### config.mk
export PLATFORM = sky130hd
export DESIGN_NAME = config_crc_lock_energy_regs
export DESIGN_NICKNAME = d
export VERILOG_FILES = /design/src/verilog/energy_regs_pkg.sv /design/src/verilog/energy_phase_acc.sv /design/src/verilog/config_crc_engine.sv /design/src/verilog/config_crc_lock_energy_regs.sv
export VERILOG_INCLUDE_DIRS = /design/src /design/src/verilog
export SDC_FILE = /design/constraint.sdc
export NUM_CORES = 2
export LEC_CHECK = 0
export BUFFER_PORTS_ARGS = -buffer_cell sky130_fd_sc_hd__buf_2
export CORE_UTILIZATION = 25
export DETAILED_ROUTE_END_ITERATION = 10
export SYNTH_ARGS = -nofsm -noshare
export SYNTH_HDL_FRONTEND = slang
export SYNTH_SLANG_ARGS = --single-unit
### constraint.sdc
create_clock -name pclk -period 6.6 [get_ports pclk]
set_input_delay 0.99 -clock pclk [delete_from_list [all_inputs] [get_ports pclk]]
set_output_delay 0.99 -clock pclk [all_outputs]
set_load 0.03 [all_outputs]
### src/verilog/energy_regs_cfg.svh
`ifndef ENERGY_REGS_CFG_SVH
`define ENERGY_REGS_CFG_SVH

// ------------------------------------------------------------
// register indices (byte address is four times the index)
// ------------------------------------------------------------
`define IDX_IRQ_MASK_ZERO    10'h0d0
`define IDX_IRQ_MASK_ONE     10'h0d1
`define IDX_CRC_OPTS         10'h0db
`define IDX_CRC_FORCE        10'h0dc
`define IDX_WRITE_LOCK       10'h0dd
`define IDX_STATUS_TWO       10'h0e0
`define IDX_IRQ_CLEAR        10'h0e1
`define IDX_IRQ_ENABLE       10'h0e2
`define IDX_CRC_RESULT       10'h0e3
`define IDX_A_POS_LO         10'h257
`define IDX_A_NEG_LO         10'h259
`define IDX_A_SGN_LO         10'h25b
`define IDX_A_APP_LO         10'h25d
`define IDX_B_POS_LO         10'h262
`define IDX_B_NEG_LO         10'h264
`define IDX_B_SGN_LO         10'h266
`define IDX_B_APP_LO         10'h268
`define IDX_C_POS_LO         10'h26d
`define IDX_C_NEG_LO         10'h26f
`define IDX_C_SGN_LO         10'h271
`define IDX_C_APP_LO         10'h273
`define IDX_HI_STEP          10'h001

// ------------------------------------------------------------
// field positions and reset values
// ------------------------------------------------------------
`define BIT_INCL_MASK_ZERO   0
`define BIT_INCL_MASK_ONE    1
`define BIT_FORCE            0
`define BIT_LOCK             0
`define BIT_CRC_DONE         0
`define BIT_LOCKED_WRITE     1
`define LOW_WIDTH            13
`define ACC_WIDTH            45
`define EVENT_COUNT          2
`define RESET_WORD           32'h0000_0000
`define CRC_POLY             32'h04c1_1db7
`define CRC_SEED             32'hffff_ffff
`define CRC_WORDS            2'h3

`endif

### src/verilog/energy_regs_pkg.sv
package energy_regs_pkg;
	typedef enum logic {CRC_IDLE, CRC_RUN} crc_state_t;
	typedef logic [44:0] acc_t;
	typedef logic [9:0]  reg_idx_t;
endpackage

### src/verilog/energy_phase_acc.sv
`timescale 1ns/1ps
`default_nettype none
`include "energy_regs_cfg.svh"

module energy_phase_acc (
	input  wire logic                  pclk,
	input  wire logic                  presetn,
	input  wire logic                  sample_valid,
	input  wire logic signed [31:0]    act_pwr,
	input  wire logic        [31:0]    app_pwr,
	output var  energy_regs_pkg::acc_t pos_acc,
	output var  energy_regs_pkg::acc_t neg_acc,
	output var  energy_regs_pkg::acc_t sgn_acc,
	output var  energy_regs_pkg::acc_t app_acc
);
	import energy_regs_pkg::*;

	acc_t next_pos, next_neg, next_sgn, next_app;
	acc_t act_ext;

	// accumulators wrap modulo 2^45, as the meter counters do
	always_comb begin
		act_ext  = {{13{act_pwr[31]}}, act_pwr};
		next_pos = pos_acc;
		next_neg = neg_acc;
		next_sgn = sgn_acc;
		next_app = app_acc;
		if (sample_valid) begin
			if (act_pwr > 0)
				next_pos = pos_acc + act_ext;
			if (act_pwr < 0)
				next_neg = neg_acc - act_ext;
			next_sgn = sgn_acc + act_ext;
			next_app = app_acc + {13'h0, app_pwr};
		end
	end

	always_ff @(posedge pclk or negedge presetn) begin
		if (!presetn) begin
			pos_acc <= 45'h0;
			neg_acc <= 45'h0;
			sgn_acc <= 45'h0;
			app_acc <= 45'h0;
		end else begin
			pos_acc <= next_pos;
			neg_acc <= next_neg;
			sgn_acc <= next_sgn;
			app_acc <= next_app;
		end
	end
endmodule
`default_nettype wire

### src/verilog/config_crc_engine.sv
`timescale 1ns/1ps
`default_nettype none
`include "energy_regs_cfg.svh"

module config_crc_engine (
	input  wire logic        pclk,
	input  wire logic        presetn,
	input  wire logic        start,
	input  wire logic        incl_mask_zero,
	input  wire logic        incl_mask_one,
	input  wire logic [31:0] opts_word,
	input  wire logic [31:0] mask_zero_word,
	input  wire logic [31:0] mask_one_word,
	output var  logic        busy,
	output var  logic        done,
	output var  logic [31:0] crc_value
);
	import energy_regs_pkg::*;

	crc_state_t  state, next_state;
	logic [31:0] crc, next_crc, sh, next_sh;
	logic [31:0] wbuf [3];
	logic [31:0] next_wbuf [3];
	logic [1:0]  widx, next_widx;
	logic [4:0]  bitcnt, next_bitcnt;
	logic [1:0]  incl, next_incl;
	logic        next_done, fb;

	// word 0 is the options word, always covered; masks are optional
	function automatic logic covered(input logic [1:0] i,
	                                 input logic [1:0] en);
		covered = (i == 2'h0) || (i == 2'h1 && en[0]) ||
		          (i == 2'h2 && en[1]);
	endfunction

	always_comb begin
		next_state  = state;
		next_crc    = crc;
		next_sh     = sh;
		next_widx   = widx;
		next_bitcnt = bitcnt;
		next_incl   = incl;
		next_wbuf   = wbuf;
		next_done   = 1'b0;
		fb          = crc[31] ^ sh[31];
		// a start while running restarts from the seed
		if (start) begin
			next_state  = CRC_RUN;
			next_crc    = `CRC_SEED;
			next_wbuf   = '{opts_word, mask_zero_word, mask_one_word};
			next_sh     = opts_word;
			next_widx   = 2'h0;
			next_bitcnt = 5'h0;
			next_incl   = {incl_mask_one, incl_mask_zero};
		end else if (state == CRC_RUN) begin
			if (bitcnt == 5'h0 && !covered(widx, incl)) begin
				next_bitcnt = 5'h1f;
			end else begin
				next_crc = {crc[30:0], 1'b0} ^ (fb ? `CRC_POLY : 32'h0);
				next_sh  = {sh[30:0], 1'b0};
			end
			next_bitcnt = (bitcnt == 5'h1f) ? 5'h0 : bitcnt + 5'h1;
			if (bitcnt == 5'h1f || (bitcnt == 5'h0 &&
			    !covered(widx, incl))) begin
				next_bitcnt = 5'h0;
				if (widx == `CRC_WORDS - 2'h1) begin
					next_state = CRC_IDLE;
					next_done  = 1'b1;
				end else begin
					next_widx = widx + 2'h1;
					next_sh   = wbuf[widx + 2'h1];
				end
			end
		end
	end

	always_ff @(posedge pclk or negedge presetn) begin
		if (!presetn) begin
			state  <= CRC_IDLE;
			crc    <= `RESET_WORD;
			sh     <= `RESET_WORD;
			widx   <= 2'h0;
			bitcnt <= 5'h0;
			incl   <= 2'h0;
			done   <= 1'b0;
			for (int i = 0; i < 3; i++)
				wbuf[i] <= `RESET_WORD;
		end else begin
			state  <= next_state;
			crc    <= next_crc;
			sh     <= next_sh;
			widx   <= next_widx;
			bitcnt <= next_bitcnt;
			incl   <= next_incl;
			done   <= next_done;
			wbuf   <= next_wbuf;
		end
	end

	assign busy      = (state == CRC_RUN);
	assign crc_value = crc;
endmodule
`default_nettype wire

### src/verilog/config_crc_lock_energy_regs.sv
// Design decision made here: the APB interface to the registers.
`timescale 1ns/1ps
`default_nettype none
`include "energy_regs_cfg.svh"

// Function
// crc covers each interrupt mask only when its inclusion bit is set; bits reset 0
// writing force bit 0 starts a fresh configuration crc run
// a forced run that finishes sets the done flag in status two
// while lock bit is set, writes to the masks, crc options and irq enable are ignored; force, clear and lock writes still act
// low energy words show accumulator bits 12..0; upper bits read zero
// each phase keeps its own positive active energy accumulator
// each phase keeps its own negative active energy accumulator
// each phase keeps a signed active energy accumulator
// each phase keeps an apparent energy accumulator, low 13 bits readable
// high word shows accumulator bits 44..13 across all 32 bits
// high word read returns the snapshot taken at the low word read
module config_crc_lock_energy_regs (
	input  wire logic        pclk,
	input  wire logic        presetn,
	input  wire logic        psel,
	input  wire logic        penable,
	input  wire logic        pwrite,
	input  wire logic [11:0] paddr,
	input  wire logic [31:0] pwdata,
	output var  logic [31:0] prdata,
	output var  logic        pready,
	output var  logic        pslverr,
	output var  logic        irq,
	input  wire logic [2:0]  sample_valid,
	input  wire logic [31:0] act_pwr_a,
	input  wire logic [31:0] act_pwr_b,
	input  wire logic [31:0] act_pwr_c,
	input  wire logic [31:0] app_pwr_a,
	input  wire logic [31:0] app_pwr_b,
	input  wire logic [31:0] app_pwr_c
);
	import energy_regs_pkg::*;

	// ------------------------------------------------------------
	// energy accumulators, slot = phase * 4 + kind
	// ------------------------------------------------------------
	localparam reg_idx_t LO_TBL [12] = '{
		`IDX_A_POS_LO, `IDX_A_NEG_LO, `IDX_A_SGN_LO, `IDX_A_APP_LO,
		`IDX_B_POS_LO, `IDX_B_NEG_LO, `IDX_B_SGN_LO, `IDX_B_APP_LO,
		`IDX_C_POS_LO, `IDX_C_NEG_LO, `IDX_C_SGN_LO, `IDX_C_APP_LO};

	acc_t        acc [12];
	logic [31:0] act_in [3];
	logic [31:0] app_in [3];

	assign act_in = '{act_pwr_a, act_pwr_b, act_pwr_c};
	assign app_in = '{app_pwr_a, app_pwr_b, app_pwr_c};

	for (genvar p = 0; p < 3; p++) begin : g_phase
		energy_phase_acc u_acc (
			.pclk         (pclk),
			.presetn      (presetn),
			.sample_valid (sample_valid[p]),
			.act_pwr      (act_in[p]),
			.app_pwr      (app_in[p]),
			.pos_acc      (acc[p*4]),
			.neg_acc      (acc[p*4+1]),
			.sgn_acc      (acc[p*4+2]),
			.app_acc      (acc[p*4+3])
		);
	end

	// returns {hit, high word, slot}
	function automatic logic [5:0] energy_slot(input reg_idx_t idx);
		energy_slot = 6'h00;
		for (int s = 0; s < 12; s++) begin
			if (idx == LO_TBL[s])
				energy_slot = {2'b10, s[3:0]};
			if (idx == LO_TBL[s] + `IDX_HI_STEP)
				energy_slot = {2'b11, s[3:0]};
		end
	endfunction

	// ------------------------------------------------------------
	// register state
	// ------------------------------------------------------------
	logic [1:0]  crc_incl, next_crc_incl;
	logic [31:0] mask_zero, next_mask_zero;
	logic [31:0] mask_one, next_mask_one;
	logic        lock, next_lock;
	logic [1:0]  status, next_status;
	logic [1:0]  irq_en, next_irq_en;
	logic        crc_start, next_crc_start;
	logic        forced, next_forced;
	logic [31:0] snap [12];
	logic [31:0] next_snap [12];
	logic [31:0] next_prdata;
	logic        next_pready, next_pslverr, next_irq;
	logic [3:0]  rd_slot, next_rd_slot;
	logic        rd_hi, next_rd_hi;

	logic        crc_busy, crc_done;
	logic [31:0] crc_value;

	reg_idx_t    idx;
	logic [5:0]  eslot;
	logic        aligned, mapped, wr_ok, cfg_tgt, locked_wr;
	logic [1:0]  events, clr;

	config_crc_engine u_crc (
		.pclk           (pclk),
		.presetn        (presetn),
		.start          (crc_start),
		.incl_mask_zero (crc_incl[`BIT_INCL_MASK_ZERO]),
		.incl_mask_one  (crc_incl[`BIT_INCL_MASK_ONE]),
		.opts_word      ({30'h0, crc_incl}),
		.mask_zero_word (mask_zero),
		.mask_one_word  (mask_one),
		.busy           (crc_busy),
		.done           (crc_done),
		.crc_value      (crc_value)
	);

	// ------------------------------------------------------------
	// apb decode and register next values
	// ------------------------------------------------------------
	// access phase is two cycles: pready rises in the second one
	always_comb begin
		idx     = paddr[11:2];
		aligned = (paddr[1:0] == 2'h0);
		eslot   = energy_slot(idx);
		unique case (idx)
			`IDX_IRQ_MASK_ZERO, `IDX_IRQ_MASK_ONE, `IDX_CRC_OPTS,
			`IDX_CRC_FORCE, `IDX_WRITE_LOCK, `IDX_STATUS_TWO,
			`IDX_IRQ_CLEAR, `IDX_IRQ_ENABLE, `IDX_CRC_RESULT:
				mapped = aligned;
			default: mapped = aligned && eslot[5];
		endcase
		cfg_tgt = (idx == `IDX_IRQ_MASK_ZERO) ||
		          (idx == `IDX_IRQ_MASK_ONE) ||
		          (idx == `IDX_CRC_OPTS) || (idx == `IDX_IRQ_ENABLE);
		wr_ok     = psel && penable && pready && pwrite && mapped;
		// lock itself stays writable so software can unlock
		locked_wr = wr_ok && cfg_tgt && lock;

		next_crc_incl  = crc_incl;
		next_mask_zero = mask_zero;
		next_mask_one  = mask_one;
		next_lock      = lock;
		next_irq_en    = irq_en;
		next_crc_start = 1'b0;
		next_forced    = forced;
		clr            = 2'h0;
		// a done seen while a restart is queued belongs to the old run
		if (crc_done && !crc_start)
			next_forced = 1'b0;
		if (wr_ok && !locked_wr) begin
			unique case (idx)
				`IDX_CRC_OPTS:
					next_crc_incl = pwdata[1:0];
				`IDX_IRQ_MASK_ZERO: next_mask_zero = pwdata;
				`IDX_IRQ_MASK_ONE:  next_mask_one  = pwdata;
				`IDX_WRITE_LOCK:    next_lock = pwdata[`BIT_LOCK];
				`IDX_IRQ_ENABLE:
					next_irq_en = pwdata[`EVENT_COUNT-1:0];
				`IDX_IRQ_CLEAR:
					clr = pwdata[`EVENT_COUNT-1:0];
				`IDX_CRC_FORCE: begin
					next_crc_start = pwdata[`BIT_FORCE];
					next_forced    = pwdata[`BIT_FORCE] | next_forced;
				end
				default: ;
			endcase
			// configuration changes refresh the checksum on their own
			if (cfg_tgt && idx != `IDX_IRQ_ENABLE)
				next_crc_start = 1'b1;
		end
		// a new event wins over a clear in the same cycle
		events = {locked_wr, crc_done && forced && !crc_start};
		next_status = (status & ~clr) | events;
		next_irq    = |(next_status & next_irq_en);

		next_pready  = psel && penable && !pready;
		next_pslverr = next_pready && !mapped;
		next_prdata  = `RESET_WORD;
		next_snap    = snap;
		next_rd_slot = rd_slot;
		next_rd_hi   = rd_hi;
		if (next_pready && !pwrite && mapped) begin
			next_rd_slot = eslot[3:0];
			next_rd_hi   = eslot[4];
			unique case (idx)
				`IDX_CRC_OPTS:      next_prdata = {30'h0, crc_incl};
				`IDX_IRQ_MASK_ZERO: next_prdata = mask_zero;
				`IDX_IRQ_MASK_ONE:  next_prdata = mask_one;
				`IDX_CRC_FORCE:     next_prdata = {31'h0, crc_busy};
				`IDX_WRITE_LOCK:    next_prdata = {31'h0, lock};
				`IDX_STATUS_TWO:    next_prdata = {30'h0, status};
				`IDX_IRQ_ENABLE:    next_prdata = {30'h0, irq_en};
				// write-only: must not fall into the energy path
				`IDX_IRQ_CLEAR:     next_prdata = `RESET_WORD;
				`IDX_CRC_RESULT:    next_prdata = crc_value;
				default: begin
					if (eslot[4]) begin
						next_prdata = snap[eslot[3:0]];
					end else begin

						next_prdata = {19'h0,
							acc[eslot[3:0]][`LOW_WIDTH-1:0]};

						next_snap[eslot[3:0]] =
							acc[eslot[3:0]][`ACC_WIDTH-1:`LOW_WIDTH];
					end
				end
			endcase
		end
	end

	always_ff @(posedge pclk or negedge presetn) begin
		if (!presetn) begin
			crc_incl  <= 2'h0;
			mask_zero <= `RESET_WORD;
			mask_one  <= `RESET_WORD;
			lock      <= 1'b0;
			status    <= 2'h0;
			irq_en    <= 2'h0;
			crc_start <= 1'b0;
			forced    <= 1'b0;
			prdata    <= `RESET_WORD;
			pready    <= 1'b0;
			pslverr   <= 1'b0;
			irq       <= 1'b0;
			rd_slot   <= 4'h0;
			rd_hi     <= 1'b0;
			for (int s = 0; s < 12; s++)
				snap[s] <= `RESET_WORD;
		end else begin
			crc_incl  <= next_crc_incl;
			mask_zero <= next_mask_zero;
			mask_one  <= next_mask_one;
			lock      <= next_lock;
			status    <= next_status;
			irq_en    <= next_irq_en;
			crc_start <= next_crc_start;
			forced    <= next_forced;
			prdata    <= next_prdata;
			pready    <= next_pready;
			pslverr   <= next_pslverr;
			irq       <= next_irq;
			rd_slot   <= next_rd_slot;
			rd_hi     <= next_rd_hi;
			snap      <= next_snap;
		end
	end
endmodule
`default_nettype wire

==> results_dict.tcl <==
set metrics [dict create \
    clk_latency_ns 0.84 \
    cts_tree "yes" \
    numCtsBuffers 146 \
    viasPerCell 5.11 \
    cts_setup_buffers 0 \
    worstSetupPathType "primary input to flop" \
    period_needed_ns 4.81 \
    maxSlewHeadroom_pct 10.6 \
    rsz0062_at_grt "no" \
    p_comb_share_pct 48.8 \
    yosys_register_bits 1171 \
    path_common_cell "buf_4" \
    initial_core_util_pct 25.2 \
    cp_max_fo 30 \
    synth_cell_types 87 \
    die-area_sq_um 312000 \
    core_area_sq_um 307000 \
    hp-class "primary input to async pin" \
    drc_errors 0 \
    reg2reg_depth 13 \
    cts_resized 0 \
    r2r_setup_slack_ns 2.05 \
    synth.cell_area_sq_um 77400 \
    slew_violations 0 \
    ys_seq_area_share_pct 37.9 \
    yosysTopAreaCellShare_pct 37.9 \
    antenna_found_initial 72 \
    syn2layout_area_growth_pct 14.4 \
    cts-htree-levels 4 \
    switching_share_pct 42.0 \
    cp_slowest_stage_delay_ns 0.77 \
    setup_tns_ns 0 \
    clock_sinks 1171 \
    worstReg2RegEnd "g_phase[2].u_acc.app_acc[41]" \
    seq_power_share_pct 28.9 \
    hold_viol 0 \
    ctsLongestPathBuffers 3 \
    clk_pin_slew_ns 0.06 \
    path_cells "buf_2 -> nor2b_1 -> nand3b_2 -> nor4_2 -> buf_4 -> nand2b_1 -> nor2_4 -> a211o_1 -> or3_2 -> nor2_2 -> nand3_2 -> buf_4 -> nand2_1 -> o21ai_0" \
    first_pass_iters 6 \
    route.final.wire_length_mm 280 \
    cap_viol_max_count 0 \
    portBuffers 278 \
    yosys-top-cells-area "dfrtp_1, nand2_1, ha_1" \
    hpwl_mm 207 \
    synth-edff-count 0 \
    drive_above_1_share_pct 11.7 \
    grt_max_degree 153 \
    synthArstFlopShare_pct 100 \
    internal_power_mw 21.1 \
    final_util_pct 28.9 \
    io_pins 279 \
    critPathArrivalTime_ns 5.50 \
    pwr_density_cell_nw_per_um2 410 \
    p_clk_share_pct 22.3 \
    num_vias 68776 \
    preCtsSetupSlack_ns 1.02 \
    ir_worst_vdd_v 0.000283 \
    grt_pass1_wl_mm 418 \
    status "complete, no violations" \
    synth_warnings 0 \
    synth_largest_area_cell "dfrtp_1" \
    leakage_nw 39.6 \
    num_rows 203 \
    wl_per_cell_um 20.8 \
    yosys_most_used_dff "dfrtp_1" \
    p_sw_mw 15.3 \
    drt_iter0_drc 6681 \
    fmax_ghz 0.208 \
    cts_root_buffer "clkbuf_16" \
    cp.required_ns 7.28 \
    timing.final.crit_share_pct 72.9 \
    yosysMostFrequentCell "nand2_1" \
    synth_fp_nets 9881 \
    fin_skew_ns 0.0387 \
    endpoint_kind "flop" \
    synthTopCellsByCount "nand2_1, dfrtp_1, o21ai_0" \
    grt_pass1_vias 64376 \
    grtUsageTotal_pct 17.6 \
    gr-total-overflow 0 \
    die_w_um 558 \
    ant_nets 0 \
    fin_nets 9992 \
    fin_ws_ns 1.79 \
    hold_buffers 0 \
    n_fill_cell 32963 \
    critPathLaunchType "primary input" \
    globalplace.congestion 0.914 \
    synth_cells 9127 \
    rr_startpoint "g_phase[2].u_acc.app_acc[1]" \
    synth_area_per_cell_sq_um 8.48 \
    worstMarginPinSlew_ns 1.34 \
    finalSetupViolCount 0 \
    critPathSlowestCell "nor2b_1" \
    die_h_um 558 \
]
sequential cells by signal, summed over array words and instances, names as in the netlist, 2 cells and up:
signal                 flops
crc_incl                   2
g_phase.u_acc.app_acc    135
g_phase.u_acc.neg_acc    135
g_phase.u_acc.pos_acc    135
g_phase.u_acc.sgn_acc    135
irq_en                     2
mask_one                  32
mask_zero                 32
prdata                    32
snap                     384
status                     2
u_crc.bitcnt               5
u_crc.crc_value           32
u_crc.sh                  32
u_crc.wbuf                66
u_crc.widx                 2
critical path, delay by kind of cell:
kind	cells	cell delay, ns
AND/OR/NAND/NOR	9	3.30
buffers and inverters	3	0.78
AO/OA/AOI/OAI	2	0.37
layer usage:
| metal | vias to the layer above | wire length (um) | GRT usage [%] |
|---|---|---|---|
| met5 | - | 409 | 0 |
| met4 | 64 | 7450 | 4.67 |
| met3 | 426 | 22900 | 4.36 |
| met2 | 2170 | 120000 | 26.4 |
| met1 | 33332 | 130000 | 24.8 |
| li1 | 32784 | - | - |
layout make-up:
class                           instances  area, sq um  share of cell area (%)
Sequential cell                      1171        29300                    33.1
Timing Repair Buffer                  450         2970                    3.35
Tap cell                             4100         5130                    5.79
Clock inverter                         45          566                   0.638
Inverter                              256          961                    1.08
Clock buffer                          215         4210                    4.76
Antenna cell                           22         55.1                  0.0622
Multi-Input combinational cell       7213        45400                    51.2
cell families (layout without fill, tap and decap cells):
family                     after synthesis  in the layout  synth area share [%]
muxes                                  358            358                  5.18
adders and majority gates              510            510                  8.36
AOI/OAI and AO/OA                     2616           2616                  20.6
DFF                                   1171           1171                  37.9
other                                    0             22                     0
xor gates and xnor gates               487            487                  5.51
and+or+nand+nor                       3242           3242                  18.7
buffers and inverters                  743            966                  3.83
stage by stage:
stage	hold slack (ns)	power, mW	area [sq um]	instances
finish	0.125	36.4	88600	13472
global route	0.207	38.9	88500	13459
CTS	0.182	36.3	88500	13450
detailed placement	0.459	28.1	83700	13190
global placement	0.457	28.0	83700	13190
floorplan	0.441	23.1	77400	9127
cells in the final DEF, fill, tap and decap left out, types with 95 or more instances in the layout:
cell type | synthesis | routed
clkbuf_16 | 0 | 147
nand2_1 | 1823 | 1816
a31oi_1 | 150 | 149
buf_2 | 101 | 274
inv_1 | 255 | 255
nand3_1 | 361 | 354
nor2_1 | 367 | 362
xnor2_1 | 287 | 286
dfrtp_1 | 1171 | 1170
buf_4 | 13 | 154
and3_1 | 153 | 152
a21o_1 | 242 | 242
a21oi_1 | 653 | 652
xor2_1 | 200 | 200
mux2_2 | 332 | 332
o21ai_1 | 114 | 114
o21ai_0 | 833 | 833
nand2b_1 | 96 | 95
ha_1 | 498 | 498
power by group through the flow:
stage / Sequential (mW) / Combinational [mW] / Clock, mW
3_3_place_gp: 10.6 / 17.4 / 0
5_1_grt: 10.7 / 19.7 / 8.53
2_1_floorplan: 9.86 / 13.3 / 0
6_report: 10.5 / 17.8 / 8.10
3_5_place_dp: 10.6 / 17.5 / 0
4_1_cts: 10.5 / 17.6 / 8.25
worst max path at each step:
stage | start | endpoint | slack (ns) | depth (start not counted)
floorplan | app_pwr_b[0] | g_phase[1].u_acc.app_acc[36] | 2.58 | 15
global placement | paddr[11] | snap[132] | 1.07 | 14
detailed placement | paddr[11] | snap[147] | 1.02 | 14
CTS | paddr[11] | snap[147] | 1.88 | 14
global route | paddr[11] | snap[147] | 1.57 | 14
finish | paddr[11] | snap[156] | 1.79 | 14
(Power assumes the default switching activity.)
